===== src/shared/dsmb_pkg.sv =====
// Constants and carrier types of the drive status monitor bank.
// Assumes all users refer to names as dsmb_pkg::name.
`default_nettype none
package dsmb_pkg;
	// ********************************
	// Register indices (byte address is four times the index)
	// ********************************
	localparam logic [13:0] IDX_STATUS = 14'h2101;
	localparam logic [13:0] IDX_FREQ_CMD = 14'h2102;
	localparam logic [13:0] IDX_OUT_FREQ = 14'h2103;
	localparam logic [13:0] IDX_OUT_CUR = 14'h2104;
	localparam logic [13:0] IDX_DC_BUS = 14'h2105;
	localparam logic [13:0] IDX_OUT_VOLT = 14'h2106;
	localparam logic [13:0] IDX_STEP_NUM = 14'h2107;
	localparam logic [13:0] IDX_COUNTER = 14'h2109;
	localparam logic [13:0] IDX_PF_ANGLE = 14'h210a;
	localparam logic [13:0] IDX_TORQUE = 14'h210b;
	localparam logic [13:0] IDX_SPEED = 14'h210c;
	localparam logic [13:0] IDX_FB_PULSE = 14'h210d;
	localparam logic [13:0] IDX_CMD_PULSE = 14'h210e;
	localparam logic [13:0] IDX_ENERGY = 14'h210f;
	localparam logic [13:0] IDX_MULTI_DISP = 14'h2116;
	localparam logic [13:0] IDX_MAX_VALUE = 14'h211b;
	localparam logic [13:0] IDX_CUR_DEC = 14'h211f;
	localparam logic [13:0] IDX_DISP_CUR = 14'h2200;
	localparam logic [13:0] IDX_DISP_CNT = 14'h2201;
	localparam logic [13:0] IDX_ACT_FREQ = 14'h2202;
	localparam logic [13:0] IDX_DISP_DC = 14'h2203;
	localparam logic [13:0] IDX_DISP_VOLT = 14'h2204;
	localparam logic [13:0] IDX_DISP_ANGLE = 14'h2205;
	localparam logic [13:0] IDX_DISP_POWER = 14'h2206;
	localparam logic [13:0] IDX_DISP_SPEED = 14'h2207;
	localparam logic [13:0] IDX_DISP_TORQUE = 14'h2208;
	localparam logic [13:0] IDX_DISP_ENC = 14'h2209;
	localparam logic [13:0] IDX_PID_FB = 14'h220a;
	localparam logic [13:0] IDX_RSVD_A = 14'h220b;
	localparam logic [13:0] IDX_ACI = 14'h220c;
	localparam logic [13:0] IDX_RSVD_B = 14'h220d;
	localparam logic [13:0] IDX_IGBT_TEMP = 14'h220e;
	localparam logic [13:0] IDX_CAP_TEMP = 14'h220f;
	localparam logic [13:0] IDX_DIG_IN = 14'h2210;
	// ********************************
	// Ranges, fields, reset values
	// ********************************
	localparam logic [13:0] IDX_LO_A = 14'h2100;
	localparam logic [13:0] IDX_HI_A = 14'h211f;
	localparam logic [13:0] IDX_LO_B = 14'h2200;
	localparam logic [13:0] IDX_HI_B = 14'h2210;
	localparam int BIT_FREQ_COMM = 8;
	localparam int BIT_FREQ_ANALOG = 9;
	localparam int BIT_CMD_COMM = 10;
	localparam int BIT_PARAM_LOCK = 11;
	localparam int BIT_COPY_EN = 12;
	localparam logic [19:0] CUR_FINE_MAX = 20'h0ffff;
	localparam logic [7:0] DEC_FINE = 8'h02;
	localparam logic [7:0] DEC_COARSE = 8'h01;
	localparam logic [31:0] ACI_FULL = 32'h00002710;
	localparam logic [15:0] RST_WORD = 16'h0000;
	localparam logic [31:0] RST_BUS = 32'h00000000;

	typedef enum logic [1:0] {
		DSMB_IDLE = 2'b00,
		DSMB_ACCESS = 2'b01
	} dsmb_state_t;

	typedef struct packed {
		logic [1:0] runState;
		logic freqComm;
		logic freqAnalog;
		logic cmdComm;
		logic paramLock;
		logic copyEn;
		logic [15:0] freqCmd;
		logic [15:0] outFreq;
		logic [19:0] outCurrent;
		logic [15:0] dcBus;
		logic [15:0] outVolt;
		logic [15:0] stepNum;
		logic [15:0] counter;
		logic [15:0] pfAngle;
		logic [15:0] torque;
		logic [15:0] speedRpm;
		logic [15:0] encoderPulseFeedback;
		logic [15:0] secondPulseChannel;
		logic [15:0] energy;
		logic [15:0] multiDisp;
		logic [15:0] actFreq;
		logic [15:0] power;
		logic [15:0] dispSpeed;
		logic signed [15:0] dispTorque;
		logic [15:0] encDisp;
		logic pidEn;
		logic [15:0] pidFb;
		logic [11:0] currentAnalogInput;
		logic [15:0] igbtTemp;
		logic [15:0] capTemp;
		logic [15:0] digIn;
	} dsmb_meas_t;

	typedef struct packed {
		logic [15:0] userMaxScaleParam;
		logic [15:0] keypadScaledValueParam;
		logic [15:0] maxOutputFrequencyParam;
		logic [15:0] commFrequencySettingParam;
	} dsmb_param_t;
endpackage : dsmb_pkg
`default_nettype wire


===== src/dsmb_bank.sv =====
// Read-only status monitor register bank behind an APB slave.
// Assumes measurements and parameters are synchronous to mclk.
//
// Added by the designer: register access over APB.
`timescale 1ns/1ps
`default_nettype none
module dsmb_bank #(
	parameter int ACI_W = 12
) (
	input wire logic mclk,
	input wire logic sys_rst,
	input wire dsmb_pkg::dsmb_meas_t meas,
	input wire dsmb_pkg::dsmb_param_t params,
	input wire logic psel,
	input wire logic penable,
	input wire logic pwrite,
	input wire logic [15:0] paddr,
	input wire logic [31:0] pwdata,
	output logic [31:0] prdata,
	output logic pready,
	output logic pslverr
);
	// ********************************
	// Helpers
	// ********************************
	function automatic logic [15:0] scaleCur(input logic [19:0] raw);
		logic [19:0] tenth;
		tenth = raw / 20'd10;
		if (raw > dsmb_pkg::CUR_FINE_MAX)
			scaleCur = (tenth > dsmb_pkg::CUR_FINE_MAX) ? 16'hffff : tenth[15:0];
		else
			scaleCur = raw[15:0];
	endfunction : scaleCur

	function automatic logic [15:0] sat16(input logic [31:0] v);
		if (v > 32'h0000ffff)
			sat16 = 16'hffff;
		else
			sat16 = v[15:0];
	endfunction : sat16

	function automatic logic inRange(input logic [13:0] idx);
		inRange = (idx >= dsmb_pkg::IDX_LO_A && idx <= dsmb_pkg::IDX_HI_A)
			|| (idx >= dsmb_pkg::IDX_LO_B && idx <= dsmb_pkg::IDX_HI_B);
	endfunction : inRange

	// ********************************
	// Sampling and derived values
	// ********************************
	dsmb_pkg::dsmb_meas_t measQ;
	dsmb_pkg::dsmb_param_t parQ;
	logic cmdCommQ;
	logic [15:0] curQ;
	logic [7:0] decQ;
	logic [15:0] maxQ;
	logic [15:0] aciQ;
	logic [15:0] pidQ;
	logic [15:0] statusWord;
	logic [31:0] maxProd;
	logic [31:0] aciProd;

	always_ff @(posedge mclk)
	begin
		if (sys_rst)
		begin
			measQ <= '0;
			parQ <= '0;
			cmdCommQ <= 1'b0;
		end
		else
		begin
			measQ <= meas;
			parQ <= params;
			cmdCommQ <= meas.cmdComm;
		end
	end

	always_comb
	begin
		statusWord = dsmb_pkg::RST_WORD;
		statusWord[1:0] = measQ.runState;
		statusWord[dsmb_pkg::BIT_FREQ_COMM] = measQ.freqComm;
		statusWord[dsmb_pkg::BIT_FREQ_ANALOG] = measQ.freqAnalog;
		statusWord[dsmb_pkg::BIT_CMD_COMM] = measQ.cmdComm;
		statusWord[dsmb_pkg::BIT_PARAM_LOCK] = measQ.paramLock;
		statusWord[dsmb_pkg::BIT_COPY_EN] = measQ.copyEn;
	end

	always_comb
	begin
		if (cmdCommQ)
			maxProd = 32'(parQ.commFrequencySettingParam) * 32'(parQ.userMaxScaleParam);
		else
			maxProd = 32'(parQ.keypadScaledValueParam) * 32'(parQ.userMaxScaleParam);
		aciProd = 32'(measQ.currentAnalogInput) * dsmb_pkg::ACI_FULL;
	end

	always_ff @(posedge mclk)
	begin
		if (sys_rst)
		begin
			curQ <= dsmb_pkg::RST_WORD;
			decQ <= dsmb_pkg::DEC_FINE;
		end
		else
		begin
			curQ <= scaleCur(measQ.outCurrent);
			if (measQ.outCurrent > dsmb_pkg::CUR_FINE_MAX)
				decQ <= dsmb_pkg::DEC_COARSE;
			else
				decQ <= dsmb_pkg::DEC_FINE;
		end
	end

	always_ff @(posedge mclk)
	begin
		if (sys_rst)
			maxQ <= dsmb_pkg::RST_WORD;
		else if (parQ.userMaxScaleParam == 16'h0000)
			maxQ <= parQ.maxOutputFrequencyParam;
		else if (parQ.maxOutputFrequencyParam == 16'h0000)
			maxQ <= 16'hffff;
		else
			maxQ <= sat16(maxProd / 32'(parQ.maxOutputFrequencyParam));
	end

	always_ff @(posedge mclk)
	begin
		if (sys_rst)
		begin
			aciQ <= dsmb_pkg::RST_WORD;
			pidQ <= dsmb_pkg::RST_WORD;
		end
		else
		begin
			aciQ <= sat16(aciProd / ((32'h1 << ACI_W) - 32'h1));
			pidQ <= measQ.pidEn ? measQ.pidFb : dsmb_pkg::RST_WORD;
		end
	end

	// ********************************
	// Read decode
	// ********************************
	logic [13:0] idx;
	logic [15:0] rdWord;
	logic rdHit;

	assign idx = paddr[15:2];

	always_comb
	begin
		rdHit = inRange(idx) && (paddr[1:0] == 2'b00);
		case (idx)
			dsmb_pkg::IDX_STATUS: rdWord = statusWord;
			dsmb_pkg::IDX_FREQ_CMD: rdWord = measQ.freqCmd;
			dsmb_pkg::IDX_OUT_FREQ: rdWord = measQ.outFreq;
			dsmb_pkg::IDX_OUT_CUR: rdWord = curQ;
			dsmb_pkg::IDX_DC_BUS: rdWord = measQ.dcBus;
			dsmb_pkg::IDX_OUT_VOLT: rdWord = measQ.outVolt;
			dsmb_pkg::IDX_STEP_NUM: rdWord = measQ.stepNum;
			dsmb_pkg::IDX_COUNTER: rdWord = measQ.counter;
			dsmb_pkg::IDX_PF_ANGLE: rdWord = measQ.pfAngle;
			dsmb_pkg::IDX_TORQUE: rdWord = measQ.torque;
			dsmb_pkg::IDX_SPEED: rdWord = measQ.speedRpm;
			dsmb_pkg::IDX_FB_PULSE: rdWord = measQ.encoderPulseFeedback;
			dsmb_pkg::IDX_CMD_PULSE: rdWord = measQ.secondPulseChannel;
			dsmb_pkg::IDX_ENERGY: rdWord = measQ.energy;
			dsmb_pkg::IDX_MULTI_DISP: rdWord = measQ.multiDisp;
			dsmb_pkg::IDX_MAX_VALUE: rdWord = maxQ;
			dsmb_pkg::IDX_CUR_DEC: rdWord = {decQ, 8'h00};
			dsmb_pkg::IDX_DISP_CUR: rdWord = curQ;
			dsmb_pkg::IDX_DISP_CNT: rdWord = measQ.counter;
			dsmb_pkg::IDX_ACT_FREQ: rdWord = measQ.actFreq;
			dsmb_pkg::IDX_DISP_DC: rdWord = measQ.dcBus;
			dsmb_pkg::IDX_DISP_VOLT: rdWord = measQ.outVolt;
			dsmb_pkg::IDX_DISP_ANGLE: rdWord = measQ.pfAngle;
			dsmb_pkg::IDX_DISP_POWER: rdWord = measQ.power;
			dsmb_pkg::IDX_DISP_SPEED: rdWord = measQ.dispSpeed;
			dsmb_pkg::IDX_DISP_TORQUE: rdWord = measQ.dispTorque;
			dsmb_pkg::IDX_DISP_ENC: rdWord = measQ.encDisp;
			dsmb_pkg::IDX_PID_FB: rdWord = pidQ;
			dsmb_pkg::IDX_ACI: rdWord = aciQ;
			dsmb_pkg::IDX_IGBT_TEMP: rdWord = measQ.igbtTemp;
			dsmb_pkg::IDX_CAP_TEMP: rdWord = measQ.capTemp;
			dsmb_pkg::IDX_DIG_IN: rdWord = measQ.digIn;
			default: rdWord = dsmb_pkg::RST_WORD;
		endcase
	end

	// ********************************
	// APB slave
	// ********************************
	dsmb_pkg::dsmb_state_t state_q;
	logic setup;

	assign setup = psel && !penable;

	always_ff @(posedge mclk)
	begin
		if (sys_rst)
			state_q <= dsmb_pkg::DSMB_IDLE;
		else
			case (state_q)
				dsmb_pkg::DSMB_IDLE: state_q <= setup ? dsmb_pkg::DSMB_ACCESS : dsmb_pkg::DSMB_IDLE;
				dsmb_pkg::DSMB_ACCESS: state_q <= dsmb_pkg::DSMB_IDLE;
				default: state_q <= dsmb_pkg::DSMB_IDLE;
			endcase
	end

	always_ff @(posedge mclk)
	begin
		if (sys_rst)
		begin
			prdata <= dsmb_pkg::RST_BUS;
			pready <= 1'b0;
			pslverr <= 1'b0;
		end
		else if (setup && state_q == dsmb_pkg::DSMB_IDLE)
		begin
			pready <= 1'b1;
			pslverr <= !rdHit;
			prdata <= (pwrite || !rdHit) ? dsmb_pkg::RST_BUS : {16'h0000, rdWord};
		end
		else
		begin
			pready <= 1'b0;
			pslverr <= 1'b0;
			prdata <= dsmb_pkg::RST_BUS;
		end
	end

	// ********************************
	// Checks
	// ********************************
	logic rdAcc;
	logic rdStatus;
	assign rdAcc = setup && state_q == dsmb_pkg::DSMB_IDLE && !pwrite && paddr[1:0] == 2'b00;
	assign rdStatus = rdAcc && idx == dsmb_pkg::IDX_STATUS;

	property p_src_bits;
		@(posedge mclk) disable iff (sys_rst)
		rdStatus |=> prdata[10:8] == {$past(measQ.cmdComm), $past(measQ.freqAnalog), $past(measQ.freqComm)};
	endproperty
	a_src_bits: assert property (p_src_bits) else $error("source bits wrong");

	property p_lock_bits;
		@(posedge mclk) disable iff (sys_rst)
		rdStatus |=> prdata[15:11] == {3'b000, $past(measQ.copyEn), $past(measQ.paramLock)};
	endproperty
	a_lock_bits: assert property (p_lock_bits) else $error("lock bits wrong");

	property p_run_state;
		@(posedge mclk) disable iff (sys_rst)
		rdStatus |=> prdata[1:0] == $past(measQ.runState);
	endproperty
	a_run_state: assert property (p_run_state) else $error("run state wrong");

	property p_cur_scale;
		@(posedge mclk) disable iff (sys_rst)
		measQ.outCurrent > dsmb_pkg::CUR_FINE_MAX |=> decQ == dsmb_pkg::DEC_COARSE && curQ >= 16'h1999;
	endproperty
	a_cur_scale: assert property (p_cur_scale) else $error("current scale wrong");

	property p_max_zero;
		@(posedge mclk) disable iff (sys_rst)
		parQ.userMaxScaleParam == 16'h0000 |=> maxQ == $past(parQ.maxOutputFrequencyParam);
	endproperty
	a_max_zero: assert property (p_max_zero) else $error("max value wrong");

	property p_write_void;
		@(posedge mclk) disable iff (sys_rst)
		setup && state_q == dsmb_pkg::DSMB_IDLE && pwrite |=> pready && prdata == dsmb_pkg::RST_BUS;
	endproperty
	a_write_void: assert property (p_write_void) else $error("write not ignored");

	property p_rsvd_zero;
		@(posedge mclk) disable iff (sys_rst)
		setup && state_q == dsmb_pkg::DSMB_IDLE && paddr[1:0] == 2'b00
			&& (idx == dsmb_pkg::IDX_RSVD_A || idx == dsmb_pkg::IDX_RSVD_B)
			|=> prdata == dsmb_pkg::RST_BUS && !pslverr;
	endproperty
	a_rsvd_zero: assert property (p_rsvd_zero) else $error("reserved not zero");

	property p_pid_gate;
		@(posedge mclk) disable iff (sys_rst)
		!measQ.pidEn |=> pidQ == dsmb_pkg::RST_WORD;
	endproperty
	a_pid_gate: assert property (p_pid_gate) else $error("pid not gated");

	property p_aci_range;
		@(posedge mclk) disable iff (sys_rst)
		aciQ <= dsmb_pkg::ACI_FULL[15:0];
	endproperty
	a_aci_range: assert property (p_aci_range) else $error("aci out of range");

	property p_freq_pass;
		@(posedge mclk) disable iff (sys_rst)
		rdAcc && idx == dsmb_pkg::IDX_FREQ_CMD |=> prdata == {16'h0000, $past(measQ.freqCmd)};
	endproperty
	a_freq_pass: assert property (p_freq_pass) else $error("frequency command wrong");

	property p_out_freq;
		@(posedge mclk) disable iff (sys_rst)
		rdAcc && idx == dsmb_pkg::IDX_OUT_FREQ |=> prdata == {16'h0000, $past(measQ.outFreq)};
	endproperty
	a_out_freq: assert property (p_out_freq) else $error("output frequency wrong");

	property p_volt_pass;
		@(posedge mclk) disable iff (sys_rst)
		rdAcc && idx == dsmb_pkg::IDX_DC_BUS |=> prdata == {16'h0000, $past(measQ.dcBus)};
	endproperty
	a_volt_pass: assert property (p_volt_pass) else $error("bus voltage wrong");

	property p_volt_disp;
		@(posedge mclk) disable iff (sys_rst)
		rdAcc && idx == dsmb_pkg::IDX_DISP_VOLT |=> prdata == {16'h0000, $past(measQ.outVolt)};
	endproperty
	a_volt_disp: assert property (p_volt_disp) else $error("output voltage wrong");

	property p_pulse_cnt;
		@(posedge mclk) disable iff (sys_rst)
		rdAcc && idx == dsmb_pkg::IDX_FB_PULSE |=> prdata == {16'h0000, $past(measQ.encoderPulseFeedback)};
	endproperty
	a_pulse_cnt: assert property (p_pulse_cnt) else $error("pulse count wrong");

	property p_torque_sign;
		@(posedge mclk) disable iff (sys_rst)
		rdAcc && idx == dsmb_pkg::IDX_DISP_TORQUE |=> prdata == {16'h0000, $past(measQ.dispTorque)};
	endproperty
	a_torque_sign: assert property (p_torque_sign) else $error("torque wrong");

	property p_temp_pass;
		@(posedge mclk) disable iff (sys_rst)
		rdAcc && idx == dsmb_pkg::IDX_IGBT_TEMP |=> prdata == {16'h0000, $past(measQ.igbtTemp)};
	endproperty
	a_temp_pass: assert property (p_temp_pass) else $error("temperature wrong");

	property p_energy_pass;
		@(posedge mclk) disable iff (sys_rst)
		rdAcc && idx == dsmb_pkg::IDX_ENERGY |=> prdata == {16'h0000, $past(measQ.energy)};
	endproperty
	a_energy_pass: assert property (p_energy_pass) else $error("energy wrong");

	property p_speed_pass;
		@(posedge mclk) disable iff (sys_rst)
		rdAcc && idx == dsmb_pkg::IDX_SPEED |=> prdata == {16'h0000, $past(measQ.speedRpm)};
	endproperty
	a_speed_pass: assert property (p_speed_pass) else $error("speed wrong");

	property p_cur_read;
		@(posedge mclk) disable iff (sys_rst)
		rdAcc && (idx == dsmb_pkg::IDX_OUT_CUR || idx == dsmb_pkg::IDX_DISP_CUR) |=> prdata == {16'h0000, $past(curQ)};
	endproperty
	a_cur_read: assert property (p_cur_read) else $error("current read wrong");

	property p_fine_cur;
		@(posedge mclk) disable iff (sys_rst)
		measQ.outCurrent[19:16] == 4'h0 |=> decQ == dsmb_pkg::DEC_FINE && curQ == $past(measQ.outCurrent[15:0]);
	endproperty
	a_fine_cur: assert property (p_fine_cur) else $error("fine current wrong");

	property p_err_range;
		@(posedge mclk) disable iff (sys_rst)
		setup && state_q == dsmb_pkg::DSMB_IDLE && !inRange(idx) |=> pslverr && prdata == dsmb_pkg::RST_BUS;
	endproperty
	a_err_range: assert property (p_err_range) else $error("unmapped not refused");

	property p_no_wait;
		@(posedge mclk) disable iff (sys_rst)
		setup && state_q == dsmb_pkg::DSMB_IDLE |=> pready;
	endproperty
	a_no_wait: assert property (p_no_wait) else $error("answer missing");
endmodule : dsmb_bank
`default_nettype wire


===== config.mk =====
export PLATFORM = sky130hd
export DESIGN_NAME = dsmb_bank
export DESIGN_NICKNAME = d
export VERILOG_FILES = /design/src/shared/dsmb_pkg.sv /design/src/dsmb_bank.sv
export SDC_FILE = /design/constraint.sdc
export NUM_CORES = 2
export LEC_CHECK = 0
export BUFFER_PORTS_ARGS = -buffer_cell sky130_fd_sc_hd__buf_2
export CAP_MARGIN = 20
export CORE_ASPECT_RATIO = 1.2
export CORE_MARGIN = 4
export CORE_UTILIZATION = 40
export CTS_BUF_LIST = sky130_fd_sc_hd__clkbuf_4 sky130_fd_sc_hd__clkbuf_8 sky130_fd_sc_hd__clkbuf_16
export DETAILED_ROUTE_END_ITERATION = 10
export HOLD_SLACK_MARGIN = 0.06
export PLACE_DENSITY_LB_ADDON = 0.05
export SETUP_SLACK_MARGIN = 0.5
export SYNTH_ARGS = -nofsm -noshare
export SYNTH_HDL_FRONTEND = slang
export SYNTH_SLANG_ARGS = --single-unit
export TNS_END_PERCENT = 10

===== constraint.sdc =====
create_clock -name mclk -period 268.2 [get_ports mclk]
set_clock_uncertainty 0.15 [all_clocks]
set_input_delay 13.41 -clock mclk [delete_from_list [all_inputs] [get_ports mclk]]
set_output_delay 13.41 -clock mclk [all_outputs]
set_load 0.005 [all_outputs]

# Word-level counts from Yosys, hierarchy flattened
# Index checks and enable logic that the tools add are counted.
op_classes:
  mul: 3
  n_div: 3
  magnitude_cmp: 8
  eq_ne: 32
  n_mux: 11
  bitwise: 3
  reduce_logical: 22
ops:
  columns: ["cell", "count"]
  rows:
  - ["$eq 14x14->1 const B", 32]
  - ["$pmux 16 s27", 1]
  - ["$mux 16", 6]
  - ["$gt 32x16->1 const B", 2]
  - ["$mul 16x16->32", 2]
  - ["$gt 20x16->1 const B", 2]
  - ["$div 26x12->32 const B", 1]
  - ["$div 32x16->32", 1]
  - ["$logic_not 16->1", 2]
  - ["$mux 32", 1]
  - ["$ge 14x14->1 const B", 2]
  - ["$le 14x14->1 const B", 2]
  - ["$mul 12x10->22 const B", 1]
  - ["$div 20x4->20 const B", 1]
  - ["$reduce_or 2->1", 8]
  - ["$logic_and 1x1->1", 5]
  - ["$logic_not 2->1", 2]
  - ["$not 1->1", 3]
  - ["$reduce_or 3->1", 1]
  - ["$logic_not 1->1", 2]
  - ["$logic_or 1x1->1", 2]
  - ["$mux 1", 2]
  - ["$mux 2", 1]
totals:
  reg_bits: 564
  inputBits: 509
  output_inout_bits: 34
  wordCells: 127

# Depth between registers and ports, before layout
logic_depth:
  word_depth: 7
  ltp_mapped: 500
  mapped_depth_nobuf: 464

# Least setup slack after synthesis
# Ideal clock, no wire load.
synth_path:
  kind: "reg2reg"
  from: "reg parQ[60] (netlist name)"
  to: "reg maxQ[0]"
  setup_ps: 133
  t_arrival_ps: 96520
  required_time_ps: 267917
  path_slack_ps: 171396
  path_stages_with_launch: 470
  n_path_buf: 42
  period_less_slack_ps: 96804
  path_cell_list: "dfxtp_1 -> clkbuf_1 -> nand2_1 -> fa_1 -> inv_1 -> fa_1 -> fa_1 -> fa_1 -> fa_1 -> inv_1 -> fa_1 -> inv_1 -> ha_1 -> clkbuf_1 -> nand2_1 -> o21ai_1 -> nor2_1 -> and2_1 -> [434 not listed] -> nand2b_1 -> a21oi_1 -> nor2b_1 -> o21ai_0 -> nand2b_1 -> a21oi_1 -> nor2b_1 -> o21ai_0 -> nand2b_1 -> a21oi_1 -> nor2b_1 -> o21ai_0 -> nand2b_1 -> a2111oi_0 -> o311ai_0 -> nor4b_1 -> o221a_2 -> a311oi_1"
synth_between:
  elab_chain_cells: 7
  elab_cells_between_ends: 9
  classes_between: "2 x mul; 1 x div; 1 x order compare; 4 x mux; 1 x reduce/logical"
synth_lines:
  columns: ["item", "line", "rtl"]
  rows:
  - ["start, declared", "dsmb_bank.sv:51", "dsmb_pkg::dsmb_param_t parQ;"]
  - ["start signal, assigned", "dsmb_bank.sv:73", "parQ <= params;"]
  - ["$mul 16x16->32, on equally long branches", "dsmb_bank.sv:94, dsmb_bank.sv:92", null]
  - ["$mux 32", "dsmb_bank.sv:91", "if (cmdCommQ)"]
  - ["$div 32x16->32", "dsmb_bank.sv:124", "maxQ <= sat16(maxProd / 32'(parQ.maxOutputFrequencyParam));"]
  - ["$gt 32x16->1", "dsmb_bank.sv:36", "if (v > 32'h0000ffff)"]
  - ["$mux 16", "dsmb_bank.sv:36", null]
  - ["$mux 16", "dsmb_bank.sv:121", "else if (parQ.maxOutputFrequencyParam == 16'h0000)"]
  - ["$mux 16 *", "dsmb_bank.sv:119", "else if (parQ.userMaxScaleParam == 16'h0000)"]
  - ["end signal, assigned", "dsmb_bank.sv:118", "maxQ <= dsmb_pkg::RST_WORD;"]
  - ["end signal, assigned", "dsmb_bank.sv:120", "maxQ <= parQ.maxOutputFrequencyParam;"]
  - ["end signal, assigned", "dsmb_bank.sv:124", null]
  - ["end, declared", "dsmb_bank.sv:55", "logic [15:0] maxQ;"]
# Mark *: on every way between the ends. The rest lies on a longest branch, timed or not.
# A chain may end at the register's enable or synchronous reset.

# Worst setup path in the final report
layout_path:
  from: "reg parQ[6] (netlist name)"
  to: "reg maxQ[0]"
layout_between:
  elab_chain_cells: 7
layout_lines:
  columns: ["item", "line", "rtl"]
  rows:
  - ["$mul 16x16->32 *", "dsmb_bank.sv:92", "maxProd = 32'(parQ.commFrequencySettingParam) * 32'(parQ.userMaxScaleParam);"]
  - ["$mux 32 *", "dsmb_bank.sv:91", null]
  - ["$div 32x16->32 *", "dsmb_bank.sv:124", null]
  - ["$gt 32x16->1", "dsmb_bank.sv:36", null]
  - ["$mux 16 *", "dsmb_bank.sv:36", null]
  - ["$mux 16 *", "dsmb_bank.sv:121", null]
  - ["$mux 16 *", "dsmb_bank.sv:119", null]
# Marked as above.

==> run_results.csv <==
group,metric,value,unit
timing,max_freq,9.013,MHz
drt,num_vias,62232,
drt,total_routed_wirelength,239700,um
critical_path,worst_setup_path_endpoint,"maxQ[0]",
drt,vias_per_cell,5.711,
critical_path,worst-endpoint-arrival,111.28,ns
global_routing,largest_net_degree_at_the_start_of_global_routing,194,
synthesis,average_cell_area_after_synthesis,8.121,um2
critical_path,ff2ff_setup_slack,157.25,ns
critical_path,timing.critical_path.buf_inv,23,
clock_network,clock_sink_count,540,
drt,first_iter_violations,4281,
critical_path,criticalPathCategory,"reg2reg",
clock_network,clk-insertion-delay-late,0.70,ns
synthesis,synth-edff-count,0,
critical_path,worst_setup_path_start_kind,"flip-flop",
critical_path,r2r-end,"maxQ[0]",
drt,wire_per_inst,22.00,um
synthesis,synthArstFlopShare,0,%
synthesis,yosys_register_bits,540,
synthesis,synth.area.top_cells,"sky130_fd_sc_hd__dfxtp_1, sky130_fd_sc_hd__ha_1, sky130_fd_sc_hd__fa_1, sky130_fd_sc_hd__nor2b_1, sky130_fd_sc_hd__nand2_1",
floorplanning,die_h,456.1,um
finish,area_of_the_multi_input_gates,52600,um2
finish,post_route_cells_drive_above_1_share,12.31,%
critical_path,path_max_fanout,35,
timing,finalSetupViolCount,0,
clock_network,tritoncts.num_buffers,59,
critical_path,end_kind,"flip-flop",
timing,setup_total_negative_slack,0,ns
synthesis,netlist_area,66930,um2
floorplanning,fp-row-count,164,
critical_path,critPathLaunch,"parQ[6]",
synthesis,yosysTopAreaCellShare,16.15,%
floorplanning,core-area,166400,um2
clock_network,cts.repair.resized,0,
global_routing,grt.overflow.total,0,
floorplanning,start_util,40.22,%
clock_network,cts.root.buffer_cell,"sky130_fd_sc_hd__clkbuf_16",
synthesis,synth_largest_area_cell,"sky130_fd_sc_hd__dfxtp_1",
timing,report.final.slew_viol_count,0,
global_routing,grt_pass1_wl,367000,um
critical_path,timing.critical_path.max_delay_family,"compound AO/OA/AOI/OAI gates",
finish,n_fill_cell,16960,
clock_network,tritoncts,"built",
synthesis,synth-seq-area-share,16.15,%
drt,drt_drc_violations_left,0,
placed_design,post-dp-hpwl,188600,um
floorplanning,die_area,174000,um2
timing,worst_slew_margin_rel,24.26,%
synthesis,netlist_instances,8242,
global_routing,number_of_global_route_vias_before_repair,61529,
timing,tightest_slew,1.127,ns
finish,layout-area-overhead-vs-synth,10.58,%
global_routing,antenna_found_initial,42,
run_status,status,"finished, final reports clean",
critical_path,reg2reg_depth,451,
clock_network,clkTransAtPathRegs,0.06,ns
run,max_cap_viol_count,0,
drt,detailedRoute.firstPassIterationCount,8,
clock_network,post_cts.repair.setup_buffers,0,
timing,final_period_minus_worst_setup_slack,110.95,ns
worst_hold_path,holdCritPathClass,"reg2reg",
timing,final_hold_viol_count,0,
global_routing,gr-usage-all-layers,26.62,%
finish,regArea,10810,um2
synthesis,number_of_warnings_issued_by_yosys,0,
clock_network,clock_path_buffers,3,
critical_path,cpPeakStageDelay,0.91,ns
clock_network,htree_levels,2,
critical_path,crit-reg2reg-launch,"parQ[6]",
critical_path,critPathSlowestCell,"sky130_fd_sc_hd__dfxtp_1",
synthesis,distinct_cell_type_count_of_the_synthesized_netlist,138,
floorplanning,chipWidth,381.4,um
drt,ant_nets_after_route,0,
finish,fin_nets,10174,
critical_path,timing.critical_path.depth,451,
placed_design,io_buffers,494,
synthesis,ys.flop_type,"sky130_fd_sc_hd__dfxtp_1",
critical_path,worst-endpoint-required,268.53,ns
timing,rsz0062_at_grt,"false",
floorplanning,io_pins,543,
placed_design,gp_congestion,0.9003,
timing,post-route-period-util,41.37,%
critical_path,cp_common_cell,"sky130_fd_sc_hd__o21a_1",
clock_network,holdBufCountCts,0,
## cells by family (layout without fill, tap and decap cells)
group                    Yosys count  in the layout  share of synthesized area, %
AND/OR/NAND/NOR                 3175           3175                         24.98
flip-flops                       540            540                         16.15
AO/OA/AOI/OAI                   1976           1976                         21.09
other                              1             41                      0.005603
buffers and inverters            953           1326                         5.599
multiplexers                     198            198                         3.183
XOR/XNOR                         312            312                         4.083
adder cells (fa/ha/maj)         1087           1087                         24.90
## layout make-up
type | instances | area share (%)
sequential | 540 | 14.61
clock buffer | 83 | 2.323
multi-input combinational | 6764 | 71.07
timing repair buffer | 610 | 4.576
antenna | 25 | 0.08452
inverter | 610 | 3.093
clock inverter | 23 | 0.4598
tap | 2241 | 3.788
## synth_stat cells (all sizes together) (81+ instances only)
master,number
nand2,731
ha,669
inv,607
dfxtp,540
nor2b,518
nor2,514
fa,411
a21oi,374
and2,361
nor3,302
o21ai,288
clkbuf,279
nand3,214
o21a,213
xnor2,204
o31ai,132
a21o,122
mux2,116
a22oi,111
xor2,108
a31oi,85
a211oi,84
nand4,84
mux2i,82
nand2b,81
## worst min-delay path by stage
| stage | endpoint | slack (ns) | from | cells past startpoint |
|---|---|---|---|---|
| after global placement | state_q[0] | 0.26 | state_q[0] | 1 |
| final | pidQ[11] | 0.27 | measQ[71] | 1 |
| after CTS | pidQ[11] | 0.27 | measQ[71] | 1 |
| after floorplan | state_q[0] | 0.25 | state_q[0] | 1 |
| after detailed placement | pidQ[12] | 0.26 | measQ[72] | 1 |
| after global routing | state_q[0] | 0.29 | state_q[0] | 1 |
## registers in the layout, summed over array words and instances, names as in the netlist, 2 cells and up
| signal | cells |
|---|---|
| curQ | 16 |
| measQ | 391 |
| aciQ | 15 |
| decQ | 2 |
| pidQ | 16 |
| maxQ | 16 |
| parQ | 64 |
| prdata | 16 |
## placed cells by master, fill, tap and decap left out, types with 26 or more instances in the layout
cell,Yosys,layout
sky130_fd_sc_hd__and3_1,50,50
sky130_fd_sc_hd__clkbuf_16,0,59
sky130_fd_sc_hd__nand4_1,79,79
sky130_fd_sc_hd__a22oi_1,111,111
sky130_fd_sc_hd__a211o_1,26,26
sky130_fd_sc_hd__nand2_1,730,730
sky130_fd_sc_hd__xnor2_1,204,204
sky130_fd_sc_hd__mux2i_1,82,82
sky130_fd_sc_hd__nand2b_1,81,81
sky130_fd_sc_hd__ha_1,669,669
sky130_fd_sc_hd__a21oi_1,368,367
sky130_fd_sc_hd__a221oi_1,58,55
sky130_fd_sc_hd__o31ai_1,128,128
sky130_fd_sc_hd__o211ai_1,71,71
sky130_fd_sc_hd__a31oi_1,84,84
sky130_fd_sc_hd__dfxtp_1,540,537
sky130_fd_sc_hd__or3_1,71,71
sky130_fd_sc_hd__o21a_1,213,213
sky130_fd_sc_hd__nor4_1,47,42
sky130_fd_sc_hd__mux2_2,101,101
sky130_fd_sc_hd__nor2_1,511,505
sky130_fd_sc_hd__buf_2,24,494
sky130_fd_sc_hd__a211oi_1,76,76
sky130_fd_sc_hd__or2_2,61,61
sky130_fd_sc_hd__nor3_1,283,271
sky130_fd_sc_hd__and2_1,358,358
sky130_fd_sc_hd__xor2_1,108,108
sky130_fd_sc_hd__buf_4,21,112
sky130_fd_sc_hd__fa_1,411,411
sky130_fd_sc_hd__inv_1,606,606
sky130_fd_sc_hd__a22o_1,36,36
sky130_fd_sc_hd__o21ai_1,28,28
sky130_fd_sc_hd__nor2b_1,518,517
sky130_fd_sc_hd__o21bai_1,28,28
sky130_fd_sc_hd__a21o_1,121,121
sky130_fd_sc_hd__o21ai_0,254,254
sky130_fd_sc_hd__nand3_1,208,208
## worst reg2reg max path, delay by kind of cell, from the launching register on
kind                     cells  cell delay, ns
XOR/XNOR                     1            0.13
multiplexers                11            3.45
flip-flops                   1            0.91
buffers and inverters       23            5.13
adder cells (fa/ha/maj)     39           12.90
AO/OA/AOI/OAI              273           64.27
AND/OR/NAND/NOR            104           23.89
## layer usage
metal	share of wire, %	up-vias	wire [um]	track usage, %
li1	-	30005	-	-
met2	47	1475	112600	44.66
met3	5.4	259	12840	3.251
met4	2.3	12	5473	6.241
met1	45	30481	108800	36.47
met5	0.035	-	83	0
## stage by stage
| step | std cells | worst slack [ns] | utilization, % | instance area, um2 | hold WS, ns |
|---|---|---|---|---|---|
| final | 10896 | 157.25 | 44.48 | 74020 | 0.2683 |
| after global routing | 10885 | 148.79 | 44.46 | 73990 | 0.2912 |
| after CTS | 10869 | 158.06 | 44.42 | 73920 | 0.2743 |
| after detailed placement | 10763 | 158.57 | 43.18 | 71860 | 0.2637 |
| after global placement | 10761 | 159.70 | 43.17 | 71840 | 0.2586 |
| after floorplan | 8257 | 171.40 | - | 66990 | 0.2505 |
Power is left out: the tool's default activity adds up to more than one toggle a clock period on the data nets, which glitch-free logic cannot reach.
